<file path="config.mk">
export PLATFORM = sky130hd
export DESIGN_NAME = status_broadcast_can_id_scheduler
export DESIGN_NICKNAME = d
export VERILOG_FILES = /design/src/inc/bcast_pkg.sv /design/src/hdl/status_broadcast_can_id_scheduler.sv
export SDC_FILE = /design/constraint.sdc
export NUM_CORES = 2
export LEC_CHECK = 0
export ABC_AREA = 1
export BUFFER_PORTS_ARGS = -buffer_cell sky130_fd_sc_hd__buf_4
export CAP_MARGIN = 20
export CORE_MARGIN = 4
export CORE_UTILIZATION = 60
export CTS_CLUSTER_SIZE = 20
export DETAILED_ROUTE_END_ITERATION = 12
export PLACE_DENSITY = 0.84
export SYNTH_ARGS = -nofsm -noshare
export SYNTH_HDL_FRONTEND = slang
export SYNTH_SLANG_ARGS = --single-unit
</file>
<file path="constraint.sdc">
create_clock -name clk_i -period 3.5 [get_ports clk_i]
set_input_delay 0.7 -clock clk_i [delete_from_list [all_inputs] [get_ports clk_i]]
set_output_delay 0.7 -clock clk_i [all_outputs]
set_load 0.01 [all_outputs]
</file>
<file path="src/inc/bcast_pkg.sv">
// Overview of operation
// RL1 - Serial display broadcast pulses each period only while its enable bit is set.
// RL2 - Period comes from active or sleep value: 0.1-25.0 s and 0.1-5000.0 s.
// RL3 - CAN enable gates all CAN transmit and receive; applied only at device reset.
// RL4 - Bit rate code picks 50/125/250/500/800/1000 kbps; applied only at device reset.
// RL5 - Periodic status frame goes on CAN using the same active and sleep periods.
// RL6 - Per-cell broadcast sends one frame per cell each period when enabled.
// RL7 - Format bit selects 29-bit or 11-bit identifiers; charger frames keep their own.
// RL8 - Forwarding re-emits each received frame toward serial; loss under load allowed.
// RL9 - Extended mode: broadcast base is the upper 13 bits, reset value 0x19B5.
// RL10 - Standard mode: broadcast base is added to each message's identifier offset.
// RL11 - Peripheral base, reset 0x0000, formed the same way for peripheral traffic.
// RL12 - Discovery enters configuration mode, suspends broadcasts, records serial and cells.
// RL13 - Commit request returns per-entry success or error result.
// RL14 - Period timers count 0.1 s steps and restart on active/sleep change.
package bcast_pkg;

  // ****************************************
  // Register byte offsets
  // ****************************************
  localparam logic [7:0] OFS_CTRL   = 8'h00;
  localparam logic [7:0] OFS_ACT    = 8'h04;
  localparam logic [7:0] OFS_SLP    = 8'h08;
  localparam logic [7:0] OFS_BBASE  = 8'h0c;
  localparam logic [7:0] OFS_DBASE  = 8'h10;
  localparam logic [7:0] OFS_STAT   = 8'h14;
  localparam logic [7:0] OFS_DISC   = 8'h18;
  localparam logic [7:0] OFS_COMMIT = 8'h1c;
  localparam logic [7:0] OFS_RESULT = 8'h20;
  localparam logic [7:0] OFS_MOD    = 8'h40;

  // ****************************************
  // Control fields
  // ****************************************
  localparam int BIT_SER  = 0;
  localparam int BIT_CAN  = 1;
  localparam int BIT_PER  = 2;
  localparam int BIT_CELL = 3;
  localparam int BIT_EXT  = 4;
  localparam int BIT_FWD  = 5;
  localparam int RATE_LSB = 6;
  localparam int BIT_SRST = 31;

  // ****************************************
  // Reset values and limits (periods in 0.1 s)
  // ****************************************
  localparam logic [8:0]  CTRL_RST  = 9'h0b3;
  localparam logic [15:0] ACT_RST   = 16'h000a;
  localparam logic [15:0] SLP_RST   = 16'h0064;
  localparam logic [15:0] ACT_MAX   = 16'h00fa;
  localparam logic [15:0] SLP_MAX   = 16'hc350;
  localparam logic [15:0] PER_MIN   = 16'h0001;
  localparam logic [12:0] BBASE_RST = 13'h19b5;
  localparam logic [12:0] DBASE_RST = 13'h0000;
  localparam logic [2:0]  RATE_MAX  = 3'h5;

  // ****************************************
  // Message identifier offsets
  // ****************************************
  localparam logic [15:0] MSG_STATUS = 16'h0000;
  localparam logic [15:0] MSG_CELL   = 16'h0010;
  localparam logic [15:0] MSG_DREQ   = 16'h0000;
  localparam logic [15:0] MSG_DRESP  = 16'h0001;

  // ****************************************
  // Timing
  // ****************************************
  localparam int CLK_MHZ      = 250;
  localparam int TICK_MS      = 100;
  localparam int DISC_US      = 1000;
  localparam int TICK_CYCLES  = TICK_MS * 1000 * CLK_MHZ;
  localparam int DISC_CYCLES  = DISC_US * CLK_MHZ;

  typedef enum logic [1:0] {ST_IDLE, ST_STAT, ST_CELL, ST_DREQ} tx_state_t;

  // Build 29-bit or 11-bit identifier from a base and an offset
  function automatic logic [28:0] make_id(input logic [12:0] base, input logic [15:0] ofs,
                                          input logic ext);
    logic [10:0] std;
    std = base[10:0] + ofs[10:0];
    make_id = ext ? {base, ofs} : {18'h00000, std};
  endfunction

endpackage

</file>
<file path="src/hdl/status_broadcast_can_id_scheduler.sv">
module status_broadcast_can_id_scheduler #(
  parameter int TICK_CYCLES = bcast_pkg::TICK_CYCLES,  // Cycles per 0.1 s
  parameter int DISC_CYCLES = bcast_pkg::DISC_CYCLES,  // Discovery window
  parameter int NCELL       = 16,                       // Cells per broadcast
  parameter int NMOD        = 8                         // Module table entries
) (
  input  wire logic        clk_i,           // System clock
  input  wire logic        rst_i,           // Synchronous reset
  input  wire logic        ce_i,            // Clock enable
  input  wire logic [7:0]  address_i,       // Avalon byte address
  input  wire logic        read_i,          // Avalon read
  input  wire logic        write_i,         // Avalon write
  input  wire logic [31:0] writedata_i,     // Avalon write data
  output logic      [31:0] readdata_o,      // Avalon read data
  output logic             waitrequest_o,   // Avalon wait
  input  wire logic        sleep_i,         // Sleep state from system logic
  output logic             ser_bcast_o,     // Display broadcast pulse
  output logic             can_en_o,        // Applied CAN enable
  output logic      [2:0]  can_rate_o,      // Applied bit rate code
  output logic             cfg_mode_o,      // Configuration mode
  output logic             tx_valid_o,      // CAN frame request
  input  wire logic        tx_ready_i,      // CAN controller takes frame
  output logic      [28:0] tx_id_o,         // Frame identifier
  output logic             tx_ext_o,        // Extended format
  output logic      [7:0]  tx_index_o,      // Cell index for cell frames
  input  wire logic        rx_valid_i,      // Received frame valid
  output logic             rx_ready_o,      // Received frame taken
  input  wire logic [28:0] rx_id_i,         // Received identifier
  input  wire logic [63:0] rx_data_i,       // Received payload
  output logic             fwd_valid_o,     // Forwarded frame valid
  input  wire logic        fwd_ready_i,     // Serial formatter takes frame
  output logic      [92:0] fwd_frame_o      // Forwarded {id, data}
);

  // ****************************************
  // Register file
  // ****************************************
  logic [8:0]  ctrl_r, ctrl_nxt;
  logic [15:0] act_r, act_nxt, slp_r, slp_nxt;
  logic [12:0] bbase_r, bbase_nxt, dbase_r, dbase_nxt;
  logic        can_en_r, can_en_nxt;
  logic [2:0]  rate_r, rate_nxt;
  logic [NMOD-1:0] ok_r, ok_nxt, err_r, err_nxt, found_r, found_nxt;
  logic        ack_r, ack_nxt;
  logic [31:0] rdata_r, rdata_nxt;
  logic        cfg_r, cfg_nxt, disc_go;
  logic [31:0] disc_cnt_r, disc_cnt_nxt;
  logic [7:0]  nfound_r, nfound_nxt;
  logic [23:0] mod_r [NMOD];
  logic [23:0] mod_nxt [NMOD];
  logic        req, wr_do, rx_take, cap;
  logic [15:0] wval;
  logic [7:0]  mi;

  assign req = read_i | write_i;
  assign waitrequest_o = req & ~ack_r;
  assign wr_do = write_i & ack_r;
  assign readdata_o = rdata_r;
  assign wval = writedata_i[15:0];
  assign mi = 8'((address_i - bcast_pkg::OFS_MOD) >> 2);
  // Discovery replies carry the peripheral base response identifier
  assign cap = rx_take & cfg_r & can_en_r
             & (rx_id_i == bcast_pkg::make_id(dbase_r, bcast_pkg::MSG_DRESP,
                                              ctrl_r[bcast_pkg::BIT_EXT]));  // [RL11]

  // Bus decode, configuration, discovery and commit
  always_comb
  begin
    ctrl_nxt = ctrl_r; act_nxt = act_r; slp_nxt = slp_r;
    bbase_nxt = bbase_r; dbase_nxt = dbase_r;
    can_en_nxt = can_en_r; rate_nxt = rate_r;
    ok_nxt = ok_r; err_nxt = err_r; found_nxt = found_r;
    cfg_nxt = cfg_r; disc_cnt_nxt = disc_cnt_r; nfound_nxt = nfound_r;
    mod_nxt = mod_r;
    ack_nxt = req & ~ack_r;
    rdata_nxt = rdata_r;
    disc_go = 1'b0;
    if (req & ~ack_r & read_i)
    begin
      if (address_i == bcast_pkg::OFS_CTRL) rdata_nxt = {23'h0, ctrl_r};
      else if (address_i == bcast_pkg::OFS_ACT) rdata_nxt = {16'h0, act_r};
      else if (address_i == bcast_pkg::OFS_SLP) rdata_nxt = {16'h0, slp_r};
      else if (address_i == bcast_pkg::OFS_BBASE) rdata_nxt = {19'h0, bbase_r};
      else if (address_i == bcast_pkg::OFS_DBASE) rdata_nxt = {19'h0, dbase_r};
      else if (address_i == bcast_pkg::OFS_STAT)
        rdata_nxt = {16'h0, nfound_r, 2'h0, rate_r, can_en_r, cfg_r, sleep_i};
      else if (address_i == bcast_pkg::OFS_RESULT)
        rdata_nxt = {16'h0, 8'(err_r), 8'(ok_r)};
      else if (address_i >= bcast_pkg::OFS_MOD && mi < 8'(NMOD) && address_i[1:0] == 2'h0)
        rdata_nxt = {8'h0, mod_r[mi[$clog2(NMOD)-1:0]]};
      else rdata_nxt = 32'h0;
    end
    if (wr_do)
    begin
      if (address_i == bcast_pkg::OFS_CTRL)
      begin
        ctrl_nxt = writedata_i[8:0];
        if (writedata_i[bcast_pkg::BIT_SRST])
        begin
          can_en_nxt = writedata_i[bcast_pkg::BIT_CAN];  // [RL3]
          rate_nxt = (writedata_i[8:6] > bcast_pkg::RATE_MAX) ? rate_r
                                                             : writedata_i[8:6];  // [RL4]
        end
      end
      else if (address_i == bcast_pkg::OFS_ACT)  // Clamp into 0.1-25.0 s
        act_nxt = (wval < bcast_pkg::PER_MIN) ? bcast_pkg::PER_MIN :
                  (wval > bcast_pkg::ACT_MAX) ? bcast_pkg::ACT_MAX : wval;  // [RL2]
      else if (address_i == bcast_pkg::OFS_SLP)  // Clamp into 0.1-5000.0 s
        slp_nxt = (wval < bcast_pkg::PER_MIN) ? bcast_pkg::PER_MIN :
                  (wval > bcast_pkg::SLP_MAX) ? bcast_pkg::SLP_MAX : wval;  // [RL2]
      else if (address_i == bcast_pkg::OFS_BBASE) bbase_nxt = writedata_i[12:0];
      else if (address_i == bcast_pkg::OFS_DBASE) dbase_nxt = writedata_i[12:0];
      else if (address_i == bcast_pkg::OFS_DISC && writedata_i[0] && !cfg_r)
      begin
        disc_go = 1'b1;  // [RL12]
        cfg_nxt = 1'b1;
        disc_cnt_nxt = 32'(DISC_CYCLES);
        nfound_nxt = 8'h0;
        found_nxt = '0;
      end
      else if (address_i == bcast_pkg::OFS_COMMIT)
      begin
        ok_nxt = writedata_i[NMOD-1:0] & found_r;    // [RL13]
        err_nxt = writedata_i[NMOD-1:0] & ~found_r;  // [RL13]
      end
    end
    // Discovery window closes after its count, freeing normal operation
    if (cfg_r && !disc_go)
    begin
      disc_cnt_nxt = disc_cnt_r - 32'h1;
      if (disc_cnt_r == 32'h1) cfg_nxt = 1'b0;  // [RL12]
      if (cap && nfound_r < 8'(NMOD))
      begin
        mod_nxt[nfound_r[$clog2(NMOD)-1:0]] = rx_data_i[23:0];  // Serial and cell count
        found_nxt[nfound_r[$clog2(NMOD)-1:0]] = 1'b1;
        nfound_nxt = nfound_r + 8'h1;
      end
    end
  end

  always_ff @(posedge clk_i)
  begin
    if (rst_i)
    begin
      ctrl_r <= bcast_pkg::CTRL_RST; act_r <= bcast_pkg::ACT_RST;
      slp_r <= bcast_pkg::SLP_RST; bbase_r <= bcast_pkg::BBASE_RST;  // [RL9]
      dbase_r <= bcast_pkg::DBASE_RST;  // [RL11]
      can_en_r <= bcast_pkg::CTRL_RST[bcast_pkg::BIT_CAN];
      rate_r <= bcast_pkg::CTRL_RST[8:6];
      ok_r <= '0; err_r <= '0; found_r <= '0; ack_r <= 1'b0; rdata_r <= 32'h0;
      cfg_r <= 1'b0; disc_cnt_r <= 32'h0; nfound_r <= 8'h0;
      for (int i = 0; i < NMOD; i++) mod_r[i] <= 24'h0;
    end
    else if (ce_i)
    begin
      ctrl_r <= ctrl_nxt; act_r <= act_nxt; slp_r <= slp_nxt;
      bbase_r <= bbase_nxt; dbase_r <= dbase_nxt;
      can_en_r <= can_en_nxt; rate_r <= rate_nxt;
      ok_r <= ok_nxt; err_r <= err_nxt; found_r <= found_nxt;
      ack_r <= ack_nxt; rdata_r <= rdata_nxt;
      cfg_r <= cfg_nxt; disc_cnt_r <= disc_cnt_nxt; nfound_r <= nfound_nxt;
      mod_r <= mod_nxt;
    end
  end

  assign can_en_o = can_en_r;
  assign can_rate_o = rate_r;
  assign cfg_mode_o = cfg_r;

  // ****************************************
  // Period timer
  // ****************************************
  logic [31:0] tick_r, tick_nxt;
  logic [15:0] tenth_r, tenth_nxt;
  logic        slp_d_r, fire_r, fire_nxt;
  logic [15:0] period;

  assign period = slp_d_r ? slp_r : act_r;  // [RL2]

  // Count 0.1 s steps, restart on state change, fire at end of period
  always_comb
  begin
    tick_nxt = tick_r + 32'h1;
    tenth_nxt = tenth_r;
    fire_nxt = 1'b0;
    if (sleep_i != slp_d_r)
    begin
      tick_nxt = 32'h0;  // [RL14]
      tenth_nxt = 16'h0;
    end
    else if (tick_r == 32'(TICK_CYCLES - 1))
    begin
      tick_nxt = 32'h0;
      tenth_nxt = tenth_r + 16'h1;  // [RL14]
      if (tenth_r + 16'h1 >= period)
      begin
        tenth_nxt = 16'h0;
        fire_nxt = ~cfg_nxt;  // [RL12]
      end
    end
  end

  always_ff @(posedge clk_i)
  begin
    if (rst_i)
    begin
      tick_r <= 32'h0; tenth_r <= 16'h0; slp_d_r <= 1'b0; fire_r <= 1'b0;
    end
    else if (ce_i)
    begin
      tick_r <= tick_nxt; tenth_r <= tenth_nxt; slp_d_r <= sleep_i; fire_r <= fire_nxt;
    end
  end

  assign ser_bcast_o = fire_r & ctrl_r[bcast_pkg::BIT_SER];  // [RL1]

  // ****************************************
  // CAN transmit sequencer
  // ****************************************
  bcast_pkg::tx_state_t st_r, st_nxt;
  logic [28:0] id_r, id_nxt;
  logic [7:0]  idx_r, idx_nxt;
  logic        ext, cells_on, go_on;

  assign ext = ctrl_r[bcast_pkg::BIT_EXT];  // [RL7]
  assign cells_on = ctrl_r[bcast_pkg::BIT_CELL];
  assign go_on = tx_valid_o & tx_ready_i;

  // Status frame, then per-cell frames; discovery request on demand
  always_comb
  begin
    st_nxt = st_r; id_nxt = id_r; idx_nxt = idx_r;
    case (st_r)
      bcast_pkg::ST_IDLE:
        if (disc_go && can_en_r)
        begin
          st_nxt = bcast_pkg::ST_DREQ;
          id_nxt = bcast_pkg::make_id(dbase_nxt, bcast_pkg::MSG_DREQ, ext);  // [RL11]
        end
        else if (fire_r && can_en_r && ctrl_r[bcast_pkg::BIT_PER])
        begin
          st_nxt = bcast_pkg::ST_STAT;  // [RL5]
          id_nxt = bcast_pkg::make_id(bbase_r, bcast_pkg::MSG_STATUS, ext);  // [RL9] [RL10]
        end
        else if (fire_r && can_en_r && cells_on)
        begin
          st_nxt = bcast_pkg::ST_CELL;  // [RL6]
          idx_nxt = 8'h0;
          id_nxt = bcast_pkg::make_id(bbase_r, bcast_pkg::MSG_CELL, ext);
        end
      bcast_pkg::ST_STAT:
        if (go_on)
        begin
          st_nxt = cells_on ? bcast_pkg::ST_CELL : bcast_pkg::ST_IDLE;
          idx_nxt = 8'h0;
          id_nxt = bcast_pkg::make_id(bbase_r, bcast_pkg::MSG_CELL, ext);
        end
      bcast_pkg::ST_CELL:
        if (go_on)
        begin
          idx_nxt = idx_r + 8'h1;  // [RL6]
          if (idx_r == 8'(NCELL - 1)) st_nxt = bcast_pkg::ST_IDLE;
        end
      default:
        if (go_on) st_nxt = bcast_pkg::ST_IDLE;
    endcase
  end

  always_ff @(posedge clk_i)
  begin
    if (rst_i)
    begin
      st_r <= bcast_pkg::ST_IDLE; id_r <= 29'h0; idx_r <= 8'h0;
    end
    else if (ce_i)
    begin
      st_r <= st_nxt; id_r <= id_nxt; idx_r <= idx_nxt;
    end
  end

  assign tx_valid_o = (st_r != bcast_pkg::ST_IDLE);
  assign tx_id_o = id_r;
  assign tx_ext_o = ext;
  assign tx_index_o = idx_r;

  // ****************************************
  // Two-entry forwarding buffer
  // ****************************************
  logic [92:0] ent_r [2];
  logic [92:0] ent_nxt [2];
  logic [1:0]  cnt_r, cnt_nxt;
  logic        push, pop, fwd_on;

  // Frames are dropped when CAN or forwarding is off; a full buffer stalls the source
  assign fwd_on = can_en_r & ctrl_r[bcast_pkg::BIT_FWD] & ~cfg_r;  // [RL3] [RL8]
  assign rx_ready_o = ~fwd_on | (cnt_r != 2'h2);
  assign rx_take = rx_valid_i & rx_ready_o;
  assign push = rx_take & fwd_on;
  assign pop = fwd_valid_o & fwd_ready_i;

  always_comb
  begin
    ent_nxt = ent_r;
    cnt_nxt = cnt_r + 2'(push) - 2'(pop);
    if (pop) ent_nxt[0] = ent_r[1];
    if (push) ent_nxt[2'(cnt_r) - 2'(pop) == 2'h0 ? 0 : 1] = {rx_id_i, rx_data_i};  // [RL8]
  end

  always_ff @(posedge clk_i)
  begin
    if (rst_i)
    begin
      cnt_r <= 2'h0; ent_r[0] <= 93'h0; ent_r[1] <= 93'h0;
    end
    else if (ce_i)
    begin
      cnt_r <= cnt_nxt; ent_r <= ent_nxt;
    end
  end

  assign fwd_valid_o = (cnt_r != 2'h0);
  assign fwd_frame_o = ent_r[0];

  // ****************************************
  // Checks
  // ****************************************
  a_ser_gate: assert property (@(posedge clk_i) disable iff (rst_i)
    ser_bcast_o |-> ctrl_r[bcast_pkg::BIT_SER] && fire_r)  // [RL1]
    else $error("display broadcast while disabled");
  a_act_range: assert property (@(posedge clk_i) disable iff (rst_i)
    act_r >= 16'h0001 && act_r <= 16'h00fa)  // [RL2]
    else $error("active period out of range");
  a_can_hold: assert property (@(posedge clk_i) disable iff (rst_i)
    !(wr_do && ce_i && address_i == bcast_pkg::OFS_CTRL && writedata_i[31])
    |=> $stable(can_en_r) && $stable(rate_r))  // [RL3] [RL4]
    else $error("CAN setting applied without reset");
  a_tx_gate: assert property (@(posedge clk_i) disable iff (rst_i)
    $rose(tx_valid_o) |-> can_en_r)  // [RL3]
    else $error("CAN transmit while disabled");
  a_status_first: assert property (@(posedge clk_i) disable iff (rst_i)
    fire_r && ce_i && can_en_r && ctrl_r[2] && st_r == bcast_pkg::ST_IDLE && !disc_go
    |=> st_r == bcast_pkg::ST_STAT)  // [RL5]
    else $error("status frame not started");
  a_ext_id: assert property (@(posedge clk_i) disable iff (rst_i)
    st_r == bcast_pkg::ST_STAT && ext |-> tx_id_o == {bbase_r, 16'h0000})  // [RL9]
    else $error("extended status identifier wrong");
  a_std_id: assert property (@(posedge clk_i) disable iff (rst_i)
    st_r == bcast_pkg::ST_STAT && !ext |-> tx_id_o == {18'h0, bbase_r[10:0]})  // [RL10]
    else $error("standard status identifier wrong");
  a_cfg_quiet: assert property (@(posedge clk_i) disable iff (rst_i)
    cfg_r |-> !ser_bcast_o)  // [RL12]
    else $error("broadcast during configuration mode");
  a_commit_res: assert property (@(posedge clk_i) disable iff (rst_i)
    wr_do && ce_i && address_i == bcast_pkg::OFS_COMMIT
    |=> (ok_r | err_r) == $past(writedata_i[NMOD-1:0]))  // [RL13]
    else $error("commit result incomplete");
  a_buf_safe: assert property (@(posedge clk_i) disable iff (rst_i)
    fwd_valid_o && !fwd_ready_i |=> fwd_valid_o && $stable(fwd_frame_o))  // [RL8]
    else $error("forward buffer lost a stalled frame");

endmodule // status_broadcast_can_id_scheduler

</file>
After elaboration in Yosys (flattened, before gate mapping)
Cells that the tools add are included.

Bits in registers: 638. Logic and storage cells: 269.

$add $sub $neg: 11. $lt $le $gt $ge: 15. Equal/unequal tests: 28. Multiplexer cells: 107. Bitwise logic cells: 33. Reduce and logical (&&, ||, !) cells: 42.

Operator list (number): $mux W32 (10); $mux W24 (11); $mux W29 (8); $bwmux W192 (1); $bwmux W186 (1); $mux W186 (1); $mux W93 (2); $mux W8 (23); $mux W16 (8); $demux W93 S1 (1); $mux W13 (6); $bmux W24 S3 (1); $demux W24 S3 (1); $pmux W29 S2 (1); $add A32 B1 Y32 const B (1); $eq A32 B1 Y1 const B (1); $eq A32 B25 Y1 const B (1); $eq A8 B5 Y1 const B (4); $ge A32 B2 Y1 const B (1); $lt A32 B1 Y1 const B (1); $not A1 Y32 (1); $sub A32 B1 Y32 const B (1); $eq A29 B29 Y1 (1); $eq A8 B4 Y1 const B (3); other kinds (53) (146).

Logic depth before layout (Yosys ltp)
Depth in word-level cells: 17. Mapped depth: 20. Gate-level depth less buffers: 19.

Worst setup path before layout
OpenSTA, ideal clock, no wires.

Kind: flip-flop to flip-flop. Start: reg tenth_r[0]. End: reg tenth_r[10]. Setup time: 0.076 ns. Data arrival time: 3.052 ns. Required time: 3.424 ns. Slack: 0.373 ns. Cell stages (with the launch flop): 21. Path buffers: 1. Cells stage by stage: dfxtp_1 -> inv_1 -> nor3_1 -> nand3_1 -> nor2_1 -> nand2_1 -> nor3_1 -> nand3_1 -> nor3_1 -> xor2_1 -> ha_1 -> nand2_1 -> inv_1 -> nand3_1 -> inv_1 -> a21oi_1 -> nand3_1 -> nor3_1 -> inv_1 -> clkbuf_1 -> o22ai_1.

Word-level cells in the longest chain between the ends: 5.

Ends and longest elaborated chain: start: declaration (RTL line status_broadcast_can_id_scheduler.sv:174) `logic [15:0] tenth_r, tenth_nxt;`; start signal: assignment (RTL line status_broadcast_can_id_scheduler.sv:211) `tick_r <= tick_nxt; tenth_r <= tenth_nxt; slp_d_r <= sleep_i; fire_r <= fire_nxt;`; $add A16 B1 Y16 (*) (RTL line status_broadcast_can_id_scheduler.sv:194, status_broadcast_can_id_scheduler.sv:195); $ge A16 B16 Y1 (RTL line status_broadcast_can_id_scheduler.sv:195) `if (tenth_r + 16'h1 >= period)`; $mux W16 (*) (RTL line status_broadcast_can_id_scheduler.sv:195); $mux W16 (*) (RTL line status_broadcast_can_id_scheduler.sv:191) `else if (tick_r == 32'(TICK_CYCLES - 1))`; $mux W16 (*) (RTL line status_broadcast_can_id_scheduler.sv:186) `if (sleep_i != slp_d_r)`.

Mark *: on every way between the ends. The rest lies on a longest branch, timed or not. The select of a mux whose other input is x is not followed. A chain may end at the register's enable or synchronous reset.

Final worst setup path
Start: reg tenth_r[2]. End: reg tenth_r[5].

The elaborated chain is that of the path after synthesis.

==> metrics.md <==
| Metric | Value |
|---|---|
| Fillers | 4121 |
| Most frequent cell after synthesis | nand2_1 |
| Post-synth EDFFs | 0 |
| Clock-pin slew on the worst setup and hold paths | 60 ps |
| Routed vias/inst | 5.81 |
| Max stage delay on crit path | 350 ps |
| Root Driver | clkbuf_16 |
| Maxcap violations | 0 |
| PortBufs | 286 |
| Antenna violations before repair | 0 |
| Slew HR | 38.0% |
| F_max | 0.306 GHz |
| Final HPWL DP | 61300 um |
| Die Span Y | 233 um |
| Placed Cells | 5133 |
| Cell Area, Synth | 0.0304 sq mm |
| Startpoint Class | register |
| Total Power | 16.5 mW |
| Die area | 0.0544 sq mm |
| Die X-Extent | 233 um |
| Maximum fanout along the worst path | 6 |
| Vias in the first global route | 27400 |
| Area Growth Syn to Fin | 14.8% |
| Synth Flop Type | dfxtp_1 |
| R2r startpoint | tenth_r[2] |
| Setup Slack @ Placement | 61.3 ps |
| Asr flop ratio synth | 0% |
| Post-synth top area share | 41.1% |
| Cell Pwr Density | 472 mW/mm^2 |
| Via Count | 30600 |
| Global Route met1 Usage | 43.5% |
| DRC viols | 0 |
| Starting DRT DRC Count | 3526 |
| Fraction of the cycle the final worst path needs | 93.3% |
| Synth area leaders | dfxtp_1 (41%), nand2_1 (9.0%), nor2_1 (7.9%) |
| Synth area leader | dfxtp_1 |
| Layout Cells excl Fill | 5254 |
| Cell count after synthesis | 4444 |
| Synth unique cells | 52 |
| Top-level port count | 315 |
| Routed len/inst | 17.8 um |
| HP Start | writedata_i[14] |
| Yosys reg bits | 625 |
| Final wirelength | 93300 um |
| Total GRT Usage | 32.7% |
| Total CTS buffers | 68 |
| Crit. Startpoint | tenth_r[2] |
| Initial Util | 60.7% |
| Setup violators final | 0 |
| Clock buffer depth | 3 |
| Clk Latency, worst-skew pair | 610 ps |
| Antenna viol nets, final | 0 |
| Req. time, crit path | 4030 ps |
| Net count reported at finish | 4707 |
| Largest net degree at the start of global routing | 183 |
| Routing usage on met2 | 51.6% |
| Crit Path Category | register to register |
| Post-synth top cells | nand2_1 (734), nor2_1 (644), dfxtp_1 (625) |
| Slowest CP cell | dfxtp_2 |
| Fraction of layout cells with a size suffix above 1 | 12.4% |
| Routability cong. | 0.995 |
| Worst min path class | input port to register |
| Core Region | 0.0502 sq mm |
| Fin. Hold Viols | 0 |
| Row cnt | 82 |
| CTS tree | done |
| Worst Path Arrival | 3790 ps |
| Max IR drop VDD | 0.341 mV |
| Post-synthesis sequential area ratio | 41.1% |
| Status | finished, final reports clean |
| Worst slew pin tran | 929 ps |
| Worst Clk Skew | 17.8 ps |
| CTS Hold Bufs | 0 |
| Antenna diode count | 0 |
| H-Tree Depth | 3 |
| Gr ovfl total | 0 |
| Clock Sinks | 625 |
| Util after Layout | 69.7% |
| Drt pass-1 iters | 7 |
| Worst setup EP type | register |
| Final critical-path required period | 3270 ps |
| P_leak | 14.6 nW |
| Met3 Usage GRT | 5.89% |
| First-pass GRT wire length | 145000 um |
| Slew Viols, Final | 0 |
| CP cell instances | inv_1 -> nor3_4 -> nand3_2 -> nor2_4 -> nand2_2 -> nor3_1 -> nand3_1 -> nor3_2 -> xor2_1 -> ha_1 -> a21oi_1 -> o21ai_0 -> a21oi_2 -> nand3_2 -> nor3_4 -> clkinvlp_4 -> o22ai_1 |
| Gr busiest metal | met2 |
| Final WS setup | 234 ps |
| Mapped Avg Cell Area | 6.85 sq um |
| Ys Warns | 0 |
worst max-delay path, delay by kind of cell (launching register included):
kind	cells	cell delay, ps
simple gates	9	1450
compound gates	4	550
flops	1	350
buf+inv	2	340
fa+ha+maj	1	280
xor+xnor	1	200
placed cells by master (no fill, tap or decap), types with 20 or more instances in the layout:
| master | netlist | final |
|---|---|---|
| inv_1 | 426 | 425 |
| nand4_1 | 49 | 49 |
| a31oi_1 | 26 | 26 |
| buf_4 | 114 | 368 |
| nor3_1 | 54 | 50 |
| ha_1 | 29 | 29 |
| o211ai_1 | 32 | 32 |
| nor2_1 | 644 | 633 |
| xor2_1 | 32 | 31 |
| dfxtp_1 | 625 | 623 |
| nand2_1 | 734 | 732 |
| o22ai_1 | 97 | 94 |
| o21ai_0 | 453 | 453 |
| a21oi_1 | 362 | 361 |
| clkbuf_16 | 0 | 70 |
| nand3_1 | 344 | 341 |
| a211oi_1 | 20 | 20 |
path summary, 6_finish.rpt:
check / cells past startpoint / slack [ps] / end
worst max register to register: 17 / 230 / tenth_r[5]
worst max-delay path: 17 / 230 / tenth_r[5]
worst min-delay path: 3 / 380 / slp_r[14]
worst min register to register: 2 / 450 / fwd_frame_o[2]
cells by family (layout without fill, tap and decap cells):
logic type | count (synthesis) | in the layout | share of synthesized area, %
AND/OR/NAND/NOR | 1900 | 1900 | 26.4
AO/OA/AOI/OAI | 1037 | 1037 | 18.5
buffers and inverters | 811 | 937 | 11.6
flip-flops | 625 | 625 | 41.1
XOR/XNOR | 40 | 40 | 1.15
adder cells (fa/ha/maj) | 29 | 29 | 1.19
other | 1 | 13 | 0.0123
multiplexers | 1 | 1 | 0.0329
per-stage QoR:
step / instance area, sq um / TNS (ps) / hold slack [ps]
CTS: 34800 / 0 / 360
global route: 35000 / -7.10 / 387
detailed placement: 32500 / 0 / 437
finish: 35000 / 0 / 381
floorplan: 30500 / 0 / 424
global placement: 32500 / 0 / 433
flip-flops by register name, summed over array words and instances, names as in the netlist, 9 cells and up:
| name | count |
|---|---|
| ent_r | 93 |
| fwd_frame_o | 93 |
| ctrl_r | 9 |
| slp_r | 16 |
| tenth_r | 16 |
| readdata_o | 24 |
| tx_id_o | 24 |
| mod_r | 192 |
| bbase_r | 13 |
| act_r | 16 |
| dbase_r | 13 |
| tick_r | 32 |
| disc_cnt_r | 32 |
layer usage:
layer / share of wire, % / up-vias
met1: 40 / 13900
met3: 10 / 286
met4: 4.6 / 0
met5: 0 / -
met2: 45 / 1679
li1: - / 14700
repair_timing:
| action | 4_1_cts | 5_1_grt |
|---|---|---|
| gates resized for setup | 1 | 23 |
| gates cloned | 0 | 1 |
| setup endpoints to repair | 1 | 17 |
| setup buffers | 0 | 4 |
| pin swaps | 0 | 9 |
layout make-up:
cell class              count  area (sq um)  area share, %
clock buffers              97          2010           5.76
inverters                 439          1660           4.74
multi-input cells        3020         14600           41.8
repair buffers            381          3020           8.65
well taps                 672           841           2.41
flip-flops and latches    625         12500           35.8
repair inverters            1          7.51         0.0215
clock inverters            19           287          0.820
where the power goes:
part / leakage (nW) / switching [mW] / internal, mW / total, mW
clock network: 1.13 / 2.97 / 4.45 / 7.42
registers: 5.06 / 0.107 / 7.31 / 7.42
logic: 8.39 / 1.06 / 0.605 / 1.66
total: 14.6 / 4.13 / 12.4 / 16.5
Power figures use the tool's default switching activity.
